**config.mk**
```make
export PLATFORM = sky130hd
export DESIGN_NAME = memory_map_bank_decoder
export DESIGN_NICKNAME = d
export VERILOG_FILES = /design/src/design/unused_placeholder_removed.sv /design/src/design/memory_map_pkg.sv /design/src/design/memory_map_bank_decoder.sv
export SDC_FILE = /design/constraint.sdc
export NUM_CORES = 2
export LEC_CHECK = 0
export ABC_AREA = 1
export BUFFER_PORTS_ARGS = -buffer_cell sky130_fd_sc_hd__buf_4
export CORE_MARGIN = 4
export CORE_UTILIZATION = 57
export CTS_CLUSTER_SIZE = 14
export DETAILED_ROUTE_END_ITERATION = 8
export PLACE_DENSITY_LB_ADDON = 0.12
export SLEW_MARGIN = 20
export SYNTH_ARGS = -nofsm -noshare
export SYNTH_HDL_FRONTEND = slang
export SYNTH_SLANG_ARGS = --single-unit
```
**constraint.sdc**
```tcl
create_clock -name clock_i -period 3.5 [get_ports clock_i]
set_input_delay 0.175 -clock clock_i [delete_from_list [all_inputs] [get_ports clock_i]]
set_output_delay 0.175 -clock clock_i [all_outputs]
set_load 0.01 [all_outputs]
```
**src/design/unused_placeholder_removed.sv**
```systemverilog
`timescale 1ns/1ps

```
**src/design/memory_map_pkg.sv**
```systemverilog
package memory_map_pkg;

  // ----------------------------------------
  // program side
  // ----------------------------------------
  localparam int PC_W = 13;
  localparam int PROG_SPACE_WORDS = 8192;
  localparam int INSTR_W = 14;
  localparam logic [12:0] SMALL_PROG_MASK = 13'h03FF;
  localparam logic [12:0] LARGE_PROG_MASK = 13'h07FF;
  localparam logic [12:0] RESET_VECTOR = 13'h0000;
  localparam logic [12:0] INT_VECTOR = 13'h0004;
  localparam logic [12:0] PC_STEP = 13'h0001;
  localparam int PC_UPPER_W = 5;

  // ----------------------------------------
  // data side layout
  // ----------------------------------------
  localparam int FILE_W = 7;
  localparam int BANK_SEL_BIT = 5;
  localparam logic [6:0] BANK_LAST = 7'h7F;
  localparam logic [6:0] GPR_FIRST = 7'h20;
  localparam logic [6:0] GPR1_LAST = 7'h6F;
  localparam logic [6:0] COMMON_FIRST = 7'h70;
  localparam int GPR0_DEPTH = 96;
  localparam int GPR1_DEPTH = 80;

  // ----------------------------------------
  // register offsets
  // ----------------------------------------
  localparam logic [7:0] INDIRECT_ACCESS_PORT_ADDR = 8'h00;
  localparam logic [7:0] TIMER_COUNT_ADDR = 8'h01;
  localparam logic [7:0] PROGRAM_COUNTER_LOW_ADDR = 8'h02;
  localparam logic [7:0] CORE_FLAGS_ADDR = 8'h83;
  localparam logic [7:0] INDIRECT_POINTER_ADDR = 8'h84;
  localparam logic [7:0] PIN_PORT_DATA_ADDR = 8'h05;
  localparam logic [7:0] PC_UPPER_LATCH_ADDR = 8'h0A;
  localparam logic [7:0] INTERRUPT_CONTROL_ADDR = 8'h0B;
  localparam logic [7:0] PERIPHERAL_INT_FLAGS_ADDR = 8'h0C;
  localparam logic [7:0] CONVERSION_RESULT_ADDR = 8'h1E;
  localparam logic [7:0] CONVERTER_CONTROL_ADDR = 8'h1F;
  localparam logic [7:0] PRESCALER_CONFIG_ADDR = 8'h81;
  localparam logic [7:0] PIN_DIRECTION_ADDR = 8'h85;
  localparam logic [7:0] PERIPHERAL_INT_ENABLES_ADDR = 8'h8C;
  localparam logic [7:0] POWER_RESET_FLAGS_ADDR = 8'h8E;
  localparam logic [7:0] OSC_TRIM_ADDR = 8'h8F;
  localparam logic [7:0] CONVERTER_CONFIG_ADDR = 8'h9F;

  // ----------------------------------------
  // reset values
  // ----------------------------------------
  localparam logic [7:0] CORE_FLAGS_RST = 8'h18;
  localparam logic [7:0] INDIRECT_POINTER_RST = 8'h00;
  localparam logic [4:0] PC_UPPER_RST = 5'h00;
  localparam logic [7:0] DATA_ZERO = 8'h00;

  // ----------------------------------------
  // types
  // ----------------------------------------
  typedef enum logic [1:0] {PH_Q1, PH_Q2, PH_Q3, PH_Q4} phase_t;

  typedef enum logic [2:0] {
    T_NONE, T_PC_LOW, T_FLAGS, T_POINTER, T_PC_UPPER, T_GPR0, T_GPR1, T_PERIPH
  } target_t;

  typedef struct packed {
    logic [6:0] file;
    logic wr;
    logic [7:0] wdata;
  } data_req_t;

  typedef struct packed {
    logic rd;
    logic wr;
    logic [7:0] addr;
    logic [7:0] wdata;
  } per_req_t;

endpackage

```
**src/design/memory_map_bank_decoder.sv**
```systemverilog
`timescale 1ns/1ps
module memory_map_bank_decoder
  import memory_map_pkg::*;
#(
  parameter bit LARGE_PROGRAM = 1'b1
) (
  input wire logic clock_i,
  input wire logic reset_n_i,
  input wire data_req_t data_req_i,
  input wire logic int_take_i,
  input wire logic jump_i,
  input wire logic [PC_W-1:0] jump_target_i,
  input wire logic [7:0] per_rdata_i,
  output logic [PC_W-1:0] fetch_addr_o,
  output phase_t phase_o,
  output logic [7:0] rdata_o,
  output logic [7:0] core_flags_o,
  output logic [7:0] resolved_addr_o,
  output logic unimpl_access_o,
  output per_req_t per_o
);

  // ----------------------------------------
  // state
  // ----------------------------------------
  localparam logic [PC_W-1:0] PROG_MASK =
    LARGE_PROGRAM ? LARGE_PROG_MASK : SMALL_PROG_MASK;

  phase_t phase_q;
  phase_t phase_d;
  logic [PC_W-1:0] pc_q;
  logic [PC_W-1:0] pc_d;
  logic [7:0] flags_q;
  logic [7:0] flags_d;
  logic [7:0] pointer_q;
  logic [7:0] pointer_d;
  logic [4:0] pc_upper_q;
  logic [4:0] pc_upper_d;
  logic [7:0] rdata_q;
  logic [7:0] rdata_d;
  logic [7:0] resolved_q;
  logic [7:0] resolved_d;
  logic unimpl_q;
  logic unimpl_d;
  per_req_t per_q;
  per_req_t per_d;

  logic [7:0] gpr0_q [GPR0_DEPTH];
  logic [7:0] gpr1_q [GPR1_DEPTH];

  // ----------------------------------------
  // address resolution
  // ----------------------------------------
  logic indirect;
  logic [7:0] full_addr;
  logic [6:0] rel;
  logic bank1;
  target_t tgt;
  logic [6:0] gpr_idx;

  always_comb begin
    indirect = (data_req_i.file == INDIRECT_ACCESS_PORT_ADDR[6:0]);
    if (indirect) begin
      full_addr = pointer_q;
    end else begin
      full_addr = {flags_q[BANK_SEL_BIT], data_req_i.file};
    end
    rel = full_addr[6:0];
    bank1 = full_addr[7];
    gpr_idx = rel - GPR_FIRST;
    tgt = T_NONE;
    if (rel >= COMMON_FIRST) begin
      // both banks land in bank 0 RAM here
      tgt = T_GPR0;
    end else if (rel >= GPR_FIRST) begin
      if (bank1) begin
        tgt = T_GPR1;
      end else begin
        tgt = T_GPR0;
      end
    end else begin
      case (rel)
        PROGRAM_COUNTER_LOW_ADDR[6:0]: begin
          tgt = T_PC_LOW;
        end
        CORE_FLAGS_ADDR[6:0]: begin
          tgt = T_FLAGS;
        end
        INDIRECT_POINTER_ADDR[6:0]: begin
          tgt = T_POINTER;
        end
        PC_UPPER_LATCH_ADDR[6:0]: begin
          tgt = T_PC_UPPER;
        end
        INTERRUPT_CONTROL_ADDR[6:0]: begin
          tgt = T_PERIPH;
        end
        default: begin
          case (full_addr)
            TIMER_COUNT_ADDR,
            PIN_PORT_DATA_ADDR,
            PERIPHERAL_INT_FLAGS_ADDR,
            CONVERSION_RESULT_ADDR,
            CONVERTER_CONTROL_ADDR,
            PRESCALER_CONFIG_ADDR,
            PIN_DIRECTION_ADDR,
            PERIPHERAL_INT_ENABLES_ADDR,
            POWER_RESET_FLAGS_ADDR,
            OSC_TRIM_ADDR,
            CONVERTER_CONFIG_ADDR: begin
              tgt = T_PERIPH;
            end
            default: begin
              // includes the pointer aimed at the port itself
              tgt = T_NONE;
            end
          endcase
        end
      endcase
    end
  end

  // ----------------------------------------
  // read data mux
  // ----------------------------------------
  logic [7:0] rd_val;
  logic [7:0] per_addr;

  always_comb begin
    per_addr = full_addr;
    if (rel == INTERRUPT_CONTROL_ADDR[6:0]) begin
      // the mirror is one register, so the peripheral sees one address
      per_addr = INTERRUPT_CONTROL_ADDR;
    end
    case (tgt)
      T_PC_LOW: begin
        rd_val = pc_q[7:0];
      end
      T_FLAGS: begin
        rd_val = flags_q;
      end
      T_POINTER: begin
        rd_val = pointer_q;
      end
      T_PC_UPPER: begin
        rd_val = {3'h0, pc_upper_q};
      end
      T_GPR0: begin
        rd_val = gpr0_q[gpr_idx];
      end
      T_GPR1: begin
        rd_val = gpr1_q[gpr_idx];
      end
      T_PERIPH: begin
        rd_val = per_rdata_i;
      end
      default: begin
        rd_val = DATA_ZERO;
      end
    endcase
  end

  // ----------------------------------------
  // quarter phases and data path
  // ----------------------------------------
  logic wr_now;

  always_comb begin
    case (phase_q)
      PH_Q1: begin
        phase_d = PH_Q2;
      end
      PH_Q2: begin
        phase_d = PH_Q3;
      end
      PH_Q3: begin
        phase_d = PH_Q4;
      end
      PH_Q4: begin
        phase_d = PH_Q1;
      end
      default: begin
        phase_d = PH_Q1;
      end
    endcase
    wr_now = (phase_q == PH_Q4) && data_req_i.wr;
    rdata_d = rdata_q;
    resolved_d = resolved_q;
    unimpl_d = unimpl_q;
    if (phase_q == PH_Q2) begin
      rdata_d = rd_val;
      resolved_d = full_addr;
      unimpl_d = (tgt == T_NONE);
    end
    flags_d = flags_q;
    pointer_d = pointer_q;
    pc_upper_d = pc_upper_q;
    if (wr_now) begin
      case (tgt)
        T_FLAGS: begin
          flags_d = data_req_i.wdata;
        end
        T_POINTER: begin
          pointer_d = data_req_i.wdata;
        end
        T_PC_UPPER: begin
          pc_upper_d = data_req_i.wdata[PC_UPPER_W-1:0];
        end
        default: begin
          // writes to unimplemented locations are dropped
          flags_d = flags_q;
        end
      endcase
    end
    per_d.addr = per_addr;
    per_d.wdata = data_req_i.wdata;
    per_d.rd = (phase_d == PH_Q2) && (tgt == T_PERIPH);
    per_d.wr = (phase_d == PH_Q4) && data_req_i.wr && (tgt == T_PERIPH);
  end

  // ----------------------------------------
  // program counter
  // ----------------------------------------
  always_comb begin
    pc_d = pc_q;
    if (phase_q == PH_Q4) begin
      // the interrupt wins, then a computed jump, then a branch, then a step
      if (int_take_i) begin
        pc_d = INT_VECTOR;
      end else if (wr_now && tgt == T_PC_LOW) begin
        pc_d = {pc_upper_q, data_req_i.wdata} & PROG_MASK;
      end else if (jump_i) begin
        pc_d = jump_target_i & PROG_MASK;
      end else begin
        pc_d = (pc_q + PC_STEP) & PROG_MASK;
      end
    end
  end

  // ----------------------------------------
  // general purpose RAM write enables
  // ----------------------------------------
  logic gpr0_we;
  logic gpr1_we;

  always_comb begin
    gpr0_we = wr_now && (tgt == T_GPR0);
    gpr1_we = wr_now && (tgt == T_GPR1);
  end

  // no reset on the ram contents: static ram powers up unknown
  always_ff @(posedge clock_i) begin
    if (gpr0_we) begin
      gpr0_q[gpr_idx] <= data_req_i.wdata;
    end
    if (gpr1_we) begin
      gpr1_q[gpr_idx] <= data_req_i.wdata;
    end
  end

  // ----------------------------------------
  // registers
  // ----------------------------------------
  always_ff @(posedge clock_i or negedge reset_n_i) begin
    if (!reset_n_i) begin
      phase_q <= PH_Q1;
      pc_q <= RESET_VECTOR;
      flags_q <= CORE_FLAGS_RST;
      pointer_q <= INDIRECT_POINTER_RST;
      pc_upper_q <= PC_UPPER_RST;
      rdata_q <= DATA_ZERO;
      resolved_q <= DATA_ZERO;
      unimpl_q <= 1'b0;
      per_q <= '0;
    end else begin
      phase_q <= phase_d;
      pc_q <= pc_d;
      flags_q <= flags_d;
      pointer_q <= pointer_d;
      pc_upper_q <= pc_upper_d;
      rdata_q <= rdata_d;
      resolved_q <= resolved_d;
      unimpl_q <= unimpl_d;
      per_q <= per_d;
    end
  end

  // ----------------------------------------
  // outputs
  // ----------------------------------------
  always_comb begin
    fetch_addr_o = pc_q;
    phase_o = phase_q;
    rdata_o = rdata_q;
    core_flags_o = flags_q;
    resolved_addr_o = resolved_q;
    unimpl_access_o = unimpl_q;
    per_o = per_q;
  end

endmodule

```
==> metrics.md <==
| Metric | Value |
|---|---|
| Skew-Pair Late Insertion Delay | `between 0.7 and 0.8 ns` |
| TritonCTS clock tree | `yes` |
| Final number of setup-violating endpoints | `0` |
| Initial Util | `around 58%` |
| Drt wl/cell | `21.83 um` |
| Final Cycle Share | `a little over nine tenths` |
| Crit Reg-Reg Endpoint | `rdata_o[0]` |
| Worst clock skew | `roughly 0.029 ns` |
| Setup crit start kind | `register` |
| Post-place instance area | `67820 sq um` |
| Register area share after synthesis | `69.75%` |
| Antenna-violating nets left | `0` |
| Setup crit start | `pointer_q[0]` |
| Fmax | `between 300 and 400 MHz` |
| Register bit count reported by yosys | `roughly 1500` |
| Share of cells above drive strength 1 | `around an eighth` |
| Delay-heaviest family, CP | `simple AND/OR/NAND/NOR gates` |
| Initial antenna violation count | `3` |
| Pre-CTS WS | `about 0.097 ns` |
| Post-DR vias/cell | `~5.5` |
| Arrival time at the worst endpoint | `3.97 ns` |
| Max-slew headroom | `between 30% and 40%` |
| Mapped cell area | `63100 sq um` |
| Dominant cell type by area after synthesis | `edfxtp_1` |
| Max clock buf depth | `3` |
| Clock sinks | `around 1500` |
| H-tree Lvls | `4` |
| Clock slew at reported path FFs | `0.06 ns` |
| Final Hold Fails | `0` |
| Avg Inst Size Synth | `~11 sq um` |
| Core Area | `109500 sq um` |
| Die span in y | `340.7 um` |
| First-pass GRT wire length | `~260 mm` |
| Synth area leaders | `edfxtp_1 67%, nand2_1 10%, nor2_1 6.3%, inv_1 3.1%, dfrtp_1 2.7%` |
| Vias in the first global route | `42080` |
| Initial drt markers | `4841` |
| Cts bufs inserted | `about 150` |
| Dpl hpwl | `105.8 mm` |
| Crit-path cells | `nand2_2 -> buf_4 -> buf_4 -> nand3b_1 -> nand2_1 -> nand2_1 -> nand3_1 -> nand3_1 -> nand2_1 -> inv_1 -> nand2_1 -> a21oi_1 -> nand2_1 -> nand3_1 -> o21bai_1 -> nand2_1` |
| Die area | `116100 sq um` |
| GR Overflow Total | `0` |
| Post-synth EDFFs | `1408` |
| R2R depth | `16` |
| Final Cell Area | `between 70000 and 80000 sq um` |
| Maximum vdd drop | `0.5132 mV` |
| CP max FO | `32` |
| Number of core rows | `approximately 120` |
| Count leader, synth | `nand2_1` |
| Gpl congestion | `just over 0.9` |
| Reg2Reg Setup Slack | `roughly 0.17 ns` |
| Main synth FF type | `edfxtp_1` |
| I/O Buffers | `94` |
| Max-Cap Viols | `0` |
| Layout area overhead | `15.44%` |
| PnR worst setup slack | `~0.17 ns` |
| Status | `complete, no violations` |
| CP Depth | `16` |
| Worst setup path endpoint | `rdata_o[0]` |
| Cell variety after synth | `47` |
| Crit path max-delay cell type | `buf_4` |
| CP bufs+invs | `3` |
| Min Tclk post-route | `about 3.3 ns` |
| Max incr delay on CP | `between 0.5 and 0.6 ns` |
| CP required | `4.15 ns` |
| CTS Root Cell | `clkbuf_16` |
| P_leak | `between 20 and 30 nW` |
| Fillers | `between 8000 and 9000` |
| RSZ-0062 raised after global routing | `false` |
| Cell count after synthesis | `around 6000` |
| Setup CP Type | `register to register` |
| Total Routing Usage GR | `between 20% and 30%` |
| Total Wirelength | `about 170 mm` |
| Vias | `between 40000 and 50000` |
| Most used cell, CP | `nand2_1` |
| Io pins | `99` |
| Setup TNS | `0 ns` |
| PwrDens | `514.3 nW/um^2` |
| Synth Warn # | `0` |
| Synth async-reset ratio | `roughly 4.7%` |
| Pin count of the biggest net entering global routing | `100` |
| Worst R2R Start | `pointer_q[0]` |
| DRC viols | `0` |
| Worst Tran Pin Value | `approximately 1.0 ns` |
| Synth cell count leaders | `1745 x nand2_1, 1408 x edfxtp_1, 1059 x nor2_1` |
| Drt first pass iters | `6` |
| Chip width | `340.7 um` |
| Nature of the critical path endpoint | `register` |
| Yosys top cell area share | `about two thirds` |
| Hold WS | `roughly 0.097 ns` |
| Max-slew violation count | `0` |
| Nets | `approximately 6400` |
| Min-delay worst type | `input port to async pin` |
==> sequential cells by signal, summed over array words and instances, names as in the netlist <==
name	cells
rdata_o	8
phase_o	2
unimpl_access_o	1
core_flags_o	8
pc_upper_q	5
gpr0_q	768
resolved_addr_o	8
per_o	18
pointer_q	8
fetch_addr_o	11
gpr1_q	640
==> cells by family (layout without fill, tap and decap cells) <==
logic type	count (synthesis)	count (layout)	share of synthesized area, %
xor+xnor	3	3	0.04165
buf+inv	824	1312	5.334
other cells	1	3	0.005943
compound gates	313	313	2.715
fa+ha+maj	11	11	0.2181
simple gates	3362	3362	21.94
flops	1477	1477	69.75
==> timing repair <==
item / 4_1_cts / 5_1_grt
setup buffers: 0 / 2
hold buffers: 47 / 0
setup endpoints to repair: 0 / 9
endpoints found under the hold margin: 329 / 0
gates resized for setup: 0 / 1
==> cell type report <==
cell class / instances / area [sq um] / share of cell area, %
Antenna cell: 1 / 2.502 / 0.003435
Clock buffer: 202 / 3968 / 5.446
Clock inverter: 62 / 568.0 / 0.7798
Inverter: 533 / 2001 / 2.746
Multi-Input combinational cell: 3691 / 15890 / 21.81
Sequential cell: 1477 / 44010 / 60.41
Tap cell: 1476 / 1847 / 2.535
Timing Repair Buffer: 515 / 4564 / 6.266
==> power by group <==
| part | leakage [nW] | total [mW] | internal (mW) | switching [mW] |
|---|---|---|---|---|
| Combinational | 13.5 | 2.89 | 0.847 | 2.04 |
| Sequential | 13.5 | 19.5 | 19.4 | 0.100 |
| Clock | 2.20 | 15.0 | 8.44 | 6.59 |
| Total | 29.2 | 37.5 | 28.7 | 8.73 |
==> worst reg2reg max path, cell delays in order, from the launching register on <==
cell	delay [ns]
dfrtp_1	0.44
nand2_2	0.15
buf_4	0.46
buf_4	0.55
nand3b_1	0.28
nand2_1	0.14
nand2_1	0.05
nand3_1	0.09
nand3_1	0.12
nand2_1	0.08
inv_1	0.12
nand2_1	0.11
a21oi_1	0.06
nand2_1	0.23
nand3_1	0.12
o21bai_1	0.14
nand2_1	0.06
==> stage by stage <==
| stage | total power, mW | util (%) | cells |
|---|---|---|---|
| 6_report | 37.47 | 66.55 | 7957 |
| 5_1_grt | 38.61 | 66.55 | 7956 |
| 4_1_cts | 37.60 | 66.53 | 7954 |
| 3_5_place_dp | 22.72 | 61.96 | 7643 |
| 3_3_place_gp | 22.69 | 61.96 | 7643 |
| 2_1_floorplan | 21.28 | - | 5992 |
==> worst min path at each step <==
stage | from | to
2_1_floorplan | reset_n_i | core_flags_o[0]
3_3_place_gp | reset_n_i | per_o[16]
3_5_place_dp | reset_n_i | per_o[16]
4_1_cts | data_req_i[10] | per_o[13]
5_1_grt | data_req_i[10] | per_o[14]
6_report | reset_n_i | per_o[17]
==> per-layer routing <==
metal  wire (um)  up-vias  share of wire [%]  track usage, %
li1            -    20390                  -               -
met1       70540    21230                 41           42.05
met2       81080     1972                 47           47.42
met3       15580      345                9.0           5.021
met4        6482        0                3.7           10.92
met5           0        -                  0               0
==> layout by cell type (no fill, tap or decap), types with 7 or more instances in the layout <==
cell type	count
nand2_1	1740
edfxtp_1	1408
nor2_1	1057
inv_1	523
buf_4	416
nand3_1	296
o21ai_0	186
clkbuf_16	149
or2_2	69
dfrtp_1	67
nand4_1	57
nand3b_1	49
clkbuf_1	49
a21oi_1	47
dlygate4sd3_1	47
buf_12	44
o21ai_1	32
clkinv_1	31
nand2_2	25
nor2_4	12
o22ai_1	12
nor3_1	12
clkinv_2	12
o211ai_1	11
ha_1	11
inv_6	9
inv_2	8
o21a_1	8
buf_6	8
nor2_2	7
nand2_4	7
o211ai_2	7
(Power assumes the default switching activity.)
